--- config.mk ---
export PLATFORM = sky130hd
export DESIGN_NAME = ping_tone_device
export DESIGN_NICKNAME = d
export VERILOG_FILES = /design/src/logic/ping_tone_pkg.sv /design/src/logic/ping_tone_device.sv
export SDC_FILE = /design/constraint.sdc
export NUM_CORES = 1
export LEC_CHECK = 0
export BUFFER_PORTS_ARGS = -buffer_cell sky130_fd_sc_hd__buf_2
export CORE_ASPECT_RATIO = 1.4
export CORE_UTILIZATION = 60
export CTS_BUF_LIST = sky130_fd_sc_hd__clkbuf_2
export CTS_CLUSTER_DIAMETER = 60
export DETAILED_ROUTE_END_ITERATION = 8
export MAX_ROUTING_LAYER = met4
export PLACE_DENSITY = 0.84
export SETUP_SLACK_MARGIN = 0.3
export SLEW_MARGIN = 20
export SYNTH_ARGS = -nofsm -noshare
export SYNTH_HDL_FRONTEND = slang
export SYNTH_SLANG_ARGS = --single-unit
--- constraint.sdc ---
create_clock -name sys_clk_in -period 4.11 [get_ports sys_clk_in]
set_clock_uncertainty 0.15 [all_clocks]
set_input_delay 0 -clock sys_clk_in [delete_from_list [all_inputs] [get_ports sys_clk_in]]
set_output_delay 0 -clock sys_clk_in [all_outputs]
set_load 0.005 [all_outputs]
--- src/logic/ping_tone_pkg.sv ---
package ping_tone_pkg;
   // ==========================================
   // Command kinds
   typedef enum logic [2:0] {
      CMD_NONE,
      CMD_WAKE,
      CMD_SLEEP_EXIT,
      CMD_SHUTDOWN,
      CMD_HARD_RESET,
      CMD_UART_CLEAR
   } cmd_kind_t;

   // ==========================================
   // Timing, in 40 ns clock cycles
   localparam int CLK_PERIOD_NS = 40;
   localparam int PING_CLR_MIN = 4;
   localparam int PING_WAKE_MIN = 8;
   localparam int PING_S2A_MIN = 16;
   localparam int PING_SHDN_MIN = 32;
   localparam int PING_HRST_MIN = 64;
   localparam int PING_MAX = 128;
   localparam int COUPLET_HALF = 2;
   localparam int TONE_TX_COUPLETS = 12;
   localparam int TONE_DET_COUPLETS = 8;
   // Quiet cycles that close one run of couplets, and that close a whole tone
   localparam int TONE_RUN_GAP = 4;
   localparam int TONE_END_GAP = 32;
   localparam int CNT_W = 8;
   localparam int HRST_HOLD_US = 1;
   localparam int HRST_HOLD_CYC = (HRST_HOLD_US * 1000) / CLK_PERIOD_NS;

   // Run counts identifying each tone; an extra burst is distinguished by length
   localparam int TONE_WAKE_LEN = 1;
   localparam int TONE_S2A_LEN = 2;
   localparam int TONE_SHDN_LEN = 3;
   localparam int TONE_HRST_LEN = 4;
   localparam int TONE_HB_LEN = 5;
   localparam int TONE_FAULT_LEN = 6;
endpackage : ping_tone_pkg

--- src/logic/ping_tone_device.sv ---
`timescale 1ns/1ns

// Operation
// - Host ping is high, low, high
// - Ping kind chosen by low duration
// - Ping detection only in base device
// - Recognise wake, exit, shutdown, hard reset pings
// - Clear pulse clears the UART engine
// - Tone is same-polarity couplet burst
// - Transmit couplets exceed detect couplets
// - Stack recognises four matching tones
// - Heartbeat and fault tones only in sleep
// - Wake received forwards a wake tone
// - Sleep-exit received forwards sleep-exit tone
// - Forwarding follows the direction-select bit
// - Detect tones on either vertical port
// - Base device uses pings, not tones
// - Software bits emit matching tones
// - Host wakes chain via base ping
// - Shutdown not regenerated
// - Hard reset not forwarded
// - Neighbour issues recovery tones on request
// - Wake while active causes digital reset
// - Hard reset holds blocks off for HRST_HOLD_CYC cycles, then releases them
// - Sleep exit resets UART, no digital reset
module ping_tone_device import ping_tone_pkg::*; #(
   parameter int PING_CLR_MIN_P = PING_CLR_MIN,
   parameter int PING_WAKE_MIN_P = PING_WAKE_MIN,
   parameter int PING_S2A_MIN_P = PING_S2A_MIN,
   parameter int PING_SHDN_MIN_P = PING_SHDN_MIN,
   parameter int PING_HRST_MIN_P = PING_HRST_MIN,
   parameter int TONE_TX_P = TONE_TX_COUPLETS,
   parameter int TONE_DET_P = TONE_DET_COUPLETS
) (
   input wire logic sys_clk_in,
   input wire logic srst_in,
   input wire logic clk_en_in,
   input wire logic is_base_in,
   input wire logic in_sleep_in,
   input wire logic in_active_in,
   input wire logic dir_sel_in,
   input wire logic emit_wake_tone_cmd_in,
   input wire logic emit_sleep_exit_tone_cmd_in,
   input wire logic emit_shutdown_tone_cmd_in,
   input wire logic emit_hard_reset_tone_cmd_in,
   input wire logic emit_heartbeat_in,
   input wire logic emit_fault_tone_in,
   input wire logic hi_pos_in,
   input wire logic hi_neg_in,
   input wire logic lo_pos_in,
   input wire logic lo_neg_in,
   input wire logic rx_in,
   output logic hi_pos_out,
   output logic hi_neg_out,
   output logic lo_pos_out,
   output logic lo_neg_out,
   output logic wake_pulse_out,
   output logic sleep_exit_pulse_out,
   output logic shutdown_pulse_out,
   output logic hard_reset_pulse_out,
   output logic uart_clear_pulse_out,
   output logic digital_reset_pulse_out,
   output logic heartbeat_seen_pulse_out,
   output logic fault_tone_seen_pulse_out,
   output logic blocks_off_out
);
   // ==========================================
   // Ping low-time measurement
   logic rx_d_reg;
   logic [CNT_W-1:0] low_cnt_reg;
   cmd_kind_t ping_kind;
   logic ping_end;

   assign ping_end = rx_in && !rx_d_reg && is_base_in;
   always_comb begin
      ping_kind = CMD_NONE;
      if (low_cnt_reg >= CNT_W'(PING_HRST_MIN_P)) ping_kind = CMD_HARD_RESET;
      else if (low_cnt_reg >= CNT_W'(PING_SHDN_MIN_P)) ping_kind = CMD_SHUTDOWN;
      else if (low_cnt_reg >= CNT_W'(PING_S2A_MIN_P)) ping_kind = CMD_SLEEP_EXIT;
      else if (low_cnt_reg >= CNT_W'(PING_WAKE_MIN_P)) ping_kind = CMD_WAKE;
      else if (low_cnt_reg >= CNT_W'(PING_CLR_MIN_P)) ping_kind = CMD_UART_CLEAR;
   end

   always_ff @(posedge sys_clk_in) begin
      if (srst_in) begin
         rx_d_reg <= 1'b1;
         low_cnt_reg <= '0;
      end else if (clk_en_in) begin
         rx_d_reg <= rx_in;
         if (rx_in) low_cnt_reg <= '0;
         else if (low_cnt_reg != CNT_W'(PING_MAX)) low_cnt_reg <= low_cnt_reg + 1'b1;
      end
   end

   // ==========================================
   // Tone receivers: count couplets of each polarity on both ports
   logic [1:0] pol_in;
   logic [1:0] pol_d_reg;
   logic [1:0] run_pol_reg;
   logic couplet_start;
   logic [CNT_W-1:0] burst_cnt_reg;
   logic [CNT_W-1:0] gap_cnt_reg;
   logic [CNT_W-1:0] tone_len_reg;
   logic any_pulse;

   // Either port, whatever the direction bit says
   assign pol_in = {hi_neg_in | lo_neg_in, hi_pos_in | lo_pos_in};
   assign any_pulse = (pol_in != 2'b00) && !is_base_in;
   // Count couplet starts, not high cycles, so the detect threshold is in couplets
   assign couplet_start = any_pulse && pol_in != 2'b11 && pol_d_reg == 2'b00;
   // A tone is a run of same-polarity couplets; a tone code is the number of runs
   always_ff @(posedge sys_clk_in) begin
      if (srst_in) begin
         pol_d_reg <= 2'b00;
         run_pol_reg <= 2'b00;
         burst_cnt_reg <= '0;
         gap_cnt_reg <= '0;
         tone_len_reg <= '0;
      end else if (clk_en_in) begin
         pol_d_reg <= pol_in;
         if (any_pulse && pol_in != 2'b11) begin
            gap_cnt_reg <= '0;
         end else if (gap_cnt_reg != '1) begin
            gap_cnt_reg <= gap_cnt_reg + 1'b1;
         end
         if (couplet_start) begin
            run_pol_reg <= pol_in;
            // A polarity change inside a run starts the count again
            if (burst_cnt_reg != '0 && pol_in != run_pol_reg) burst_cnt_reg <= CNT_W'(1);
            else burst_cnt_reg <= burst_cnt_reg + 1'b1;
         end
         if (burst_cnt_reg >= CNT_W'(TONE_DET_P) && gap_cnt_reg == CNT_W'(TONE_RUN_GAP)) begin
            tone_len_reg <= tone_len_reg + 1'b1;
            burst_cnt_reg <= '0;
         end else if (gap_cnt_reg == CNT_W'(TONE_RUN_GAP)) begin
            burst_cnt_reg <= '0;
         end
         if (gap_cnt_reg == CNT_W'(TONE_END_GAP)) tone_len_reg <= '0;
      end
   end

   cmd_kind_t tone_kind;
   logic tone_done;
   assign tone_done = (gap_cnt_reg == CNT_W'(TONE_END_GAP)) && (tone_len_reg != '0);
   always_comb begin
      case (tone_len_reg)
         CNT_W'(TONE_WAKE_LEN): tone_kind = CMD_WAKE;
         CNT_W'(TONE_S2A_LEN): tone_kind = CMD_SLEEP_EXIT;
         CNT_W'(TONE_SHDN_LEN): tone_kind = CMD_SHUTDOWN;
         CNT_W'(TONE_HRST_LEN): tone_kind = CMD_HARD_RESET;
         default: tone_kind = CMD_NONE;
      endcase
   end

   // ==========================================
   // Command pulses, one cycle each
   cmd_kind_t cmd;
   assign cmd = ping_end ? ping_kind : (tone_done ? tone_kind : CMD_NONE);
   always_ff @(posedge sys_clk_in) begin
      if (srst_in) begin
         wake_pulse_out <= 1'b0;
         sleep_exit_pulse_out <= 1'b0;
         shutdown_pulse_out <= 1'b0;
         hard_reset_pulse_out <= 1'b0;
         uart_clear_pulse_out <= 1'b0;
         digital_reset_pulse_out <= 1'b0;
         heartbeat_seen_pulse_out <= 1'b0;
         fault_tone_seen_pulse_out <= 1'b0;
      end else if (clk_en_in) begin
         // Pulses hold like all other state while the clock enable is low
         wake_pulse_out <= clk_en_in && cmd == CMD_WAKE;
         sleep_exit_pulse_out <= clk_en_in && cmd == CMD_SLEEP_EXIT;
         shutdown_pulse_out <= clk_en_in && cmd == CMD_SHUTDOWN;
         hard_reset_pulse_out <= clk_en_in && cmd == CMD_HARD_RESET;
         // Sleep exit clears only the UART; wake resets the digital core
         uart_clear_pulse_out <= clk_en_in && (cmd == CMD_UART_CLEAR || cmd == CMD_SLEEP_EXIT);
         // From shutdown the power-up itself resets the core, so no pulse is needed
         digital_reset_pulse_out <= clk_en_in && cmd == CMD_WAKE && (in_active_in || in_sleep_in);
         heartbeat_seen_pulse_out <= clk_en_in && tone_done && in_sleep_in
                                     && tone_len_reg == CNT_W'(TONE_HB_LEN);
         fault_tone_seen_pulse_out <= clk_en_in && tone_done && in_sleep_in
                                      && tone_len_reg == CNT_W'(TONE_FAULT_LEN);
      end
   end

   // ==========================================
   // Hard reset hold timer
   logic [15:0] hold_cnt_reg;
   // Output follows the counter's next value, so it leaves a flip-flop yet tracks the count
   always_ff @(posedge sys_clk_in) begin
      if (srst_in) begin
         hold_cnt_reg <= '0;
         blocks_off_out <= 1'b0;
      end else if (clk_en_in) begin
         if (cmd == CMD_HARD_RESET) begin
            hold_cnt_reg <= 16'(HRST_HOLD_CYC);
            blocks_off_out <= (HRST_HOLD_CYC != 0);
         end else if (hold_cnt_reg != '0) begin
            hold_cnt_reg <= hold_cnt_reg - 1'b1;
            blocks_off_out <= (hold_cnt_reg != 16'h0001);
         end
      end
   end

   // ==========================================
   // Tone transmitter; forwarding starts after the incoming tone is complete
   logic [CNT_W-1:0] tx_runs_reg;
   logic [CNT_W-1:0] tx_couplet_reg;
   logic [CNT_W-1:0] tx_phase_reg;
   logic tx_neg_reg;
   logic tx_busy_reg;
   logic [CNT_W-1:0] req_runs;
   logic tx_on;

   always_comb begin
      req_runs = '0;
      if (cmd == CMD_WAKE || emit_wake_tone_cmd_in) req_runs = CNT_W'(TONE_WAKE_LEN);
      else if (cmd == CMD_SLEEP_EXIT || emit_sleep_exit_tone_cmd_in) req_runs = CNT_W'(TONE_S2A_LEN);
      else if (emit_shutdown_tone_cmd_in) req_runs = CNT_W'(TONE_SHDN_LEN);
      else if (emit_hard_reset_tone_cmd_in) req_runs = CNT_W'(TONE_HRST_LEN);
      else if (in_sleep_in && emit_heartbeat_in) req_runs = CNT_W'(TONE_HB_LEN);
      else if (in_sleep_in && emit_fault_tone_in) req_runs = CNT_W'(TONE_FAULT_LEN);
   end

   always_ff @(posedge sys_clk_in) begin
      if (srst_in) begin
         tx_busy_reg <= 1'b0;
         tx_runs_reg <= '0;
         tx_couplet_reg <= '0;
         tx_phase_reg <= '0;
         tx_neg_reg <= 1'b0;
      end else if (clk_en_in) begin
         if (!tx_busy_reg) begin
            if (req_runs != '0) begin
               tx_busy_reg <= 1'b1;
               tx_runs_reg <= req_runs;
               tx_couplet_reg <= '0;
               tx_phase_reg <= '0;
               tx_neg_reg <= 1'b0;
            end
         end else begin
            tx_phase_reg <= tx_phase_reg + 1'b1;
            // Transmit more couplets than detection needs, then a gap
            if (tx_phase_reg == CNT_W'(2 * COUPLET_HALF - 1)) begin
               tx_phase_reg <= '0;
               tx_couplet_reg <= tx_couplet_reg + 1'b1;
               if (tx_couplet_reg == CNT_W'(TONE_TX_P + 2)) begin
                  tx_couplet_reg <= '0;
                  tx_runs_reg <= tx_runs_reg - 1'b1;
                  if (tx_runs_reg == 8'h01) tx_busy_reg <= 1'b0;
               end
            end
         end
      end
   end

   assign tx_on = tx_busy_reg && tx_couplet_reg < CNT_W'(TONE_TX_P) && tx_phase_reg < CNT_W'(COUPLET_HALF);
   // Direction bit picks the outgoing port; registered so the link pins never glitch
   always_ff @(posedge sys_clk_in) begin
      if (srst_in) begin
         hi_pos_out <= 1'b0;
         hi_neg_out <= 1'b0;
         lo_pos_out <= 1'b0;
         lo_neg_out <= 1'b0;
      end else if (clk_en_in) begin
         hi_pos_out <= tx_on && !tx_neg_reg && dir_sel_in;
         hi_neg_out <= tx_on && tx_neg_reg && dir_sel_in;
         lo_pos_out <= tx_on && !tx_neg_reg && !dir_sel_in;
         lo_neg_out <= tx_on && tx_neg_reg && !dir_sel_in;
      end
   end
endmodule : ping_tone_device

==> results of run 1 <==
-- cell families (layout without fill, tap and decap cells) --
group           after synthesis  after routing  synth area share, %
simple gates                260            260                28.95
mux                           2              2               0.4180
fa+ha+maj                    17             17                4.441
flops                        89             89                37.20
buf+inv                      42            103                4.337
compound gates              124            124                17.82
xor+xnor                     37             37                6.766
other cells                   1              2              0.07829
-- critical path, delay by kind of cell (launching register included) --
kind            cells  cell delay, ps
fa+ha+maj           1             230
compound gates      5            1740
simple gates        2             340
buf+inv             2             670
flops               1             440
-- cells in the mapped netlist (all sizes together) (2+ instances only) --
cell and n:
a2111oi 2, a211oi 7, a21o 4, a21oi 52
a22oi 3, a31oi 6, and2 3, and3 6
and4 2, buf 8, clkbuf 10, clkinv 2
dfxtp 89, ha 17, inv 21, mux2i 2
nand2 47, nand2b 3, nand3 25, nand4 19
nand4b 2, nor2 84, nor2b 4, nor3 20
nor3b 4, nor4 8, nor4b 6, nor4bb 2
o211ai 9, o21a 2, o21ai 17, o311ai 2
o31a 2, o31ai 6, o41ai 3, or3 11
or3b 3, or4 6, xnor2 19, xor2 18
-- report_power, final --
part / switching, mW / leakage, nW / total (mW) / internal, mW
Combinational: 0.324 / 1.26 / 0.596 / 0.272
Clock: 0.296 / 0.0540 / 0.378 / 0.0815
Sequential: 0.0849 / 0.722 / 1.03 / 0.945
-- through the flow --
| step | cells | hold slack [ps] | power (mW) | util [%] | worst slack [ps] |
|---|---|---|---|---|---|
| after floorplan | 573 | -5.920 | 1.497 | - | 1394 |
| after global placement | 684 | 93.31 | 1.592 | 63.90 | 1229 |
| after detailed placement | 684 | 113.3 | 1.612 | 63.90 | 1104 |
| after CTS | 734 | 50.82 | 2.007 | 69.42 | 431.4 |
| after global routing | 734 | 155.0 | 2.133 | 69.49 | 312.4 |
| final | 734 | 107.5 | 2.004 | 69.49 | 469.6 |
-- layer usage --
layer | up-vias | GRT usage [%] | routed length, µm
li1 | 2166 | - | -
met1 | 2106 | 31.78 | 4614
met2 | 146 | 51.77 | 5946
met3 | 30 | 3.729 | 492
met4 | 0 | 18.06 | 395
met5 | - | - | 0
-- cells in the final DEF, fill, tap and decap left out, types with 4 or more instances in the layout --
cell type      Yosys  routed
dfxtp_1           89      89
xnor2_1           19      19
or4_1              5       5
a211oi_1           6       6
inv_1             21      21
ha_1              17      17
o31ai_1            4       4
nor3b_1            4       4
dlygate4sd3_1      0      34
nor4b_1            5       5
o21ai_0           16      16
nor2b_1            4       4
xor2_1            18      18
buf_2              2      28
nor3_1            18      17
clkbuf_2           0      11
nand2_1           46      46
nor2_1            83      83
o211ai_1           8       8
or3_1             11      11
and3_1             5       5
nand3_1           25      25
a31oi_1            6       6
nand4_1           19      19
nor4_1             8       8
a21oi_1           52      52
-- path summary, 6_finish.rpt --
kind,startpoint,to,slack (ps),cells past startpoint
setup / recovery,tone_len_reg[0],tx_runs_reg[0],470,10
hold / removal,lo_pos_in,burst_cnt_reg[0],110,7
setup reg to reg,tone_len_reg[0],tx_runs_reg[0],470,10
hold reg to reg,heartbeat_seen_pulse_out,heartbeat_seen_pulse_out,330,2
-- cell type report --
class	count	area, µm²	share of cell area [%]
Multi-Input combinational cell	442	2809	52.16
Clock buffer	11	55.05	1.022
Clock inverter	5	32.53	0.6041
Inverter	23	86.33	1.603
Sequential cell	89	1782	33.09
Timing Repair Buffer	64	495.5	9.201
Tap cell	100	125.1	2.323
-- what timing repair did --
item | in CTS | in global routing
endpoints found under the hold margin | 65 | 0
resized for setup | 0 | 1
hold buffers | 34 | 0
endpoints found under the setup margin | 0 | 1
==> impl_results.md, run 1 <==
- Status: finished, final reports clean
- Clock-pin slew on the worst setup and hold paths: 250 ps
- CTS tree: built
- Layout cells sized above 1: between 10% and 20%
- Final Hold Fails: 0
- Dpl hpwl: 7739 µm
- Global Route Usage Sum: 29.62%
- Post-synth EDFFs: 0
- Main synth FF type: dfxtp_1
- Arrival @ worst endpoint: between 4000 and 5000 ps
- Inserted Clock Buffers: 9
- Clock Tree Root: clkbuf_2
- Fin crit period: approximately 3600 ps
- Slew at the pin with the worst max-slew slack: 1072 ps
- Worst-path cell chain: inv_1, ha_1, nor2_1, nand4b_4, o31a_1, o311a_2, a211oi_4, o311ai_1, a31oi_1, dlygate4sd3_1
- First-pass GRT wire length: approximately 19000 µm
- Number of inserted diodes: 0
- Fin nets: roughly 660
- Post-Syn Area: approximately 4800 µm²
- Synth Register Bits: between 80 and 90
- Setup TNS: 0 ps
- Skew-Pair Late Insertion Delay: between 500 and 600 ps
- Max reg flops: 16
- Drt pass-1 iters: 4
- Post-CTS Setup Bufs: 0
- Routed Antenna Nets: 0
- Max clock buf depth: 2
- Final period util: 88.57%
- DR vias: about 4400
- Fmax: between 200 and 300 MHz
- Initial Util: around 62%
- Vias in the first global route: about 4300
- Pin count of the biggest net entering global routing: 50
- Leak Pwr: 2.032 nW
- Area contributors post-synth: dfxtp_1, nor2_1, a21oi_1, ha_1, nand2_1
- Yosys top cell area share: a little under two fifths
- Post-route cell area: 5385 µm²
- Initial DRC Count: 240
- CP Capture Type: flip-flop
- Die width: ~78 µm
- CP Data Required Time: ~4500 ps
- GRT overflow: 0
- Syn_area_per_cell: around 8.4 µm²
- Dpl cell area: roughly 5000 µm²
- Die ar.: 8349 µm²
- FP Rows: 38
- Post-synth top area cell: dfxtp_1
- Fraction of registers with async set/reset: 0%
- Area Overhead vs Synth: 12.43%
- Slowest cell on crit path: dlygate4sd3_1
- Routed WL: 11450 µm
- Routability cong.: 0.8325
- Port Buffers: 28
- Max-slew violation count: 0
- CP Class: flip-flop to flip-flop
- Post-synthesis sequential area ratio: between 30% and 40%
- DRC errors left: 0
- Num Clock Sinks: just under 90
- Antenna violations before repair: 0
- Filler cells: roughly 600
- Worst slew margin: 27.63%
- Maxcap violations: 0
- P per Cell Area: between 300 and 400 nW/µm²
- Worst vdd ir: between 0.0004 and 0.0005 V
- H-tree levels: 3
- Setup crit start kind: flip-flop
- # setup viols final: 0
- Warnings, synthesis: 0
- Critical Path Fanout Max: 10
- HP Class: input pin to flip-flop
- Synth cell types: 76
- Average wire per standard cell: between 15 and 20 µm
- RSZ-0062 raised after global routing: no
- Die Ht: between 100 and 150 µm
- Mapped Cells: between 500 and 600
- Vias per cell: around 6.1
- Core Footprint: between 7000 and 8000 µm²
- Slowest stage delay, CP: approximately 560 ps
- Boundary pin count: 31
Power figures use the tool's default switching activity.
==> run 2: changes to the inputs <==
--- a/config.mk
+++ b/config.mk
@@ -8,12 +8,12 @@
 export BUFFER_PORTS_ARGS = -buffer_cell sky130_fd_sc_hd__buf_2
 export CORE_ASPECT_RATIO = 1.4
 export CORE_UTILIZATION = 60
-export CTS_BUF_LIST = sky130_fd_sc_hd__clkbuf_2
 export CTS_CLUSTER_DIAMETER = 60
 export DETAILED_ROUTE_END_ITERATION = 8
 export MAX_ROUTING_LAYER = met4
 export PLACE_DENSITY = 0.84
 export SETUP_SLACK_MARGIN = 0.3
+export SKIP_LAST_GASP = 1
 export SLEW_MARGIN = 20
 export SYNTH_ARGS = -nofsm -noshare
 export SYNTH_HDL_FRONTEND = slang
==> impl_results.md, run 2 (same netlist as run 1, synthesis figures left out) <==
- Vias in the first global route: 4216 (was 4340)
- Initial Util: 61.80% (unchanged)
- Clock Tree Root: clkbuf_8 (was clkbuf_2)
- Routed Antenna Nets: 0 (unchanged)
- CP Class: flip-flop to flip-flop (unchanged)
- P per Cell Area: 408.4 nW/µm² (was 372.1 nW/µm²)
- Met3 Routed Length: 410 µm (was 492 µm)
- Leak Pwr: 1.945 nW (was 2.032 nW)
- H-tree levels: 3 (unchanged)
- Clock-pin slew on the worst setup and hold paths: 90 ps (was 250 ps)
- Layout cells sized above 1: 11.75% (was 11.83%)
- Worst reg2reg endpoint: tx_runs_reg[1] (was tx_runs_reg[0])
- Routed WL: 10930 µm (was 11450 µm)
- Pin count of the biggest net entering global routing: 50 (unchanged)
- Num Clock Sinks: 89 (unchanged)
- FP Rows: 38 (unchanged)
- R2R depth: 10 (unchanged)
- Final period util: 79.30% (was 88.57%)
- Routability cong.: 0.8325 (unchanged)
- Skew-Pair Late Insertion Delay: 380 ps (was 580 ps)
- Worst vdd ir: 0.0003530 V (was 0.0004269 V)
- Post-CTS Setup Bufs: 0 (unchanged)
- Inserted Clock Buffers: 9 (unchanged)
- Dpl cell area: 4952 µm² (unchanged)
- Worst r2r src: tone_len_reg[0] (unchanged)
- Critical Path Fanout Max: 10 (unchanged)
- Port Buffers: 28 (unchanged)
- Die width: 77.51 µm (unchanged)
- Final Hold Fails: 0 (unchanged)
- Drt pass-1 iters: 5 (was 4)
- Antenna violations before repair: 0 (unchanged)
- DR vias: 4345 (was 4448)
- Top Metal Used: met4 (unchanged)
- CP Data Required Time: 4190 ps (was 4500 ps)
- # setup viols final: 0 (unchanged)
- Arrival @ worst endpoint: 3340 ps (was 4030 ps)
- GRT overflow: 0 (unchanged)
- Boundary pin count: 31 (unchanged)
- WHS Path Cells: 5 (was 7)
- HP Class: input pin to flip-flop (unchanged)
- Setup slack, reg-to-reg: 850 ps (was 470 ps)
- Dpl hpwl: 7739 µm (unchanged)
- Setup crit start kind: flip-flop (unchanged)
- Routed metal-1 wirelength: 4502 µm (was 4614 µm)
- First-pass GRT wire length: 18650 µm (was 19170 µm)
- Max-slew violation count: 0 (unchanged)
- Fmax: 306.8 MHz (was 274.7 MHz)
- Die ar.: 8349 µm² (unchanged)
- Hold EP: tx_runs_reg[2] (was burst_cnt_reg[0])
- Setup TNS: 0 ps (unchanged)
- Post-route cell area: 5246 µm² (was 5385 µm²)
- Maxcap violations: 0 (unchanged)
- Filler cells: 637 (was 604)
- Global Route Usage Sum: 28.87% (was 29.62%)
- Max clock buf depth: 2 (unchanged)
- CTS tree: built (unchanged)
- Worst slew margin: 28.86% (was 27.63%)
- Die Ht: 107.7 µm (unchanged)
- Number of inserted diodes: 0 (unchanged)
- Area Overhead vs Synth: 9.535% (was 12.43%)
- Hold Startpoint: emit_hard_reset_tone_cmd_in (was lo_pos_in)
- Max reg flops: 16 (unchanged)
- Most common cell after layout, fill and taps aside: dfxtp_1 (unchanged)
- Fin crit period: 3259 ps (was 3640 ps)
- Met2 WL post-DR: 5583 µm (was 5946 µm)
- Average wire per standard cell: 15.33 µm (was 15.60 µm)
- RSZ-0062 raised after global routing: no (unchanged)
- Slew at the pin with the worst max-slew slack: 1053 ps (was 1072 ps)
- Vias per cell: 6.094 (was 6.060)
- CP Capture Type: flip-flop (unchanged)
- Initial DRC Count: 250 (was 240)
- Core Footprint: 7750 µm² (unchanged)
- Most frequent cells in the layout: dfxtp_1, nor2_1, a21oi_1 (unchanged)
- Fin nets: 643 (was 664)
- DRC errors left: 0 (unchanged)
- Status: finished, final reports clean (unchanged)
-- run 2: changes by cell type in the layout (fill, tap and decap cells not counted), sizes merged --
cell,change
dlygate4sd3,-21
-- run 2: layout make-up --
cell class	count	area [µm²]	area share, %
clock buffers	11	131.4	2.504
clock inverters	5	32.53	0.6201
inverters	23	86.33	1.646
multi-input cells	442	2804	53.45
flip-flops and latches	89	1782	33.96
well taps	100	125.1	2.385
repair buffers	43	285.3	5.438
-- run 2: worst max-delay path, stage by stage (launching register included) --
cell and delay [ps]:
dfxtp_1 390, inv_1 110, ha_1 220, nor2_1 190, nand4b_4 150, o31a_1 470
nor3_1 520, nor2_1 110, o211ai_1 120, dlygate4sd3_1 590, a221oi_1 90
-- run 2: power breakdown --
part / total (mW) / internal, mW / switching, mW
combinational: 0.584 / 0.261 / 0.323
sequential: 1.03 / 0.943 / 0.0846
clock: 0.532 / 0.218 / 0.314
-- run 2: how the worst max path moves through the flow --
stage | start | endpoint | cells past startpoint
6_report | tone_len_reg[0] | tx_runs_reg[1] | 10
5_1_grt | tone_len_reg[0] | tx_runs_reg[1] | 10
4_1_cts | tone_len_reg[0] | tx_runs_reg[1] | 10
3_5_place_dp | tone_len_reg[0] | tx_runs_reg[7] | 9
3_3_place_gp | tone_len_reg[0] | tx_runs_reg[7] | 9
2_1_floorplan | tone_len_reg[0] | tx_runs_reg[7] | 10
-- run 2: timing repair --
action | CTS | global route
hold buffers | 13 | 0
hold endpoints to repair | 20 | 0
resized for setup | 0 | 0
endpoints found under the setup margin | 0 | 0
-- run 2: metrics by stage --
step / hold WS [ps] / power (mW) / setup slack, ps / util, % / instances
final: 16.39 / 2.142 / 850.9 / 67.69 / 713
after global routing: 31.37 / 2.269 / 636.1 / 67.69 / 713
after CTS: 1.577 / 2.143 / 949.2 / 67.69 / 713
after detailed placement: 113.3 / 1.612 / 1104 / 63.90 / 684
after global placement: 93.31 / 1.592 / 1229 / 63.90 / 684
after floorplan: -5.920 / 1.497 / 1394 / - / 573
-- run 2: metal layers --
layer	track usage (%)	up-vias
li1	-	2130
met1	31.01	2048
met3	4.492	39
met2	49.62	128
met4	17.92	0
met5	-	-
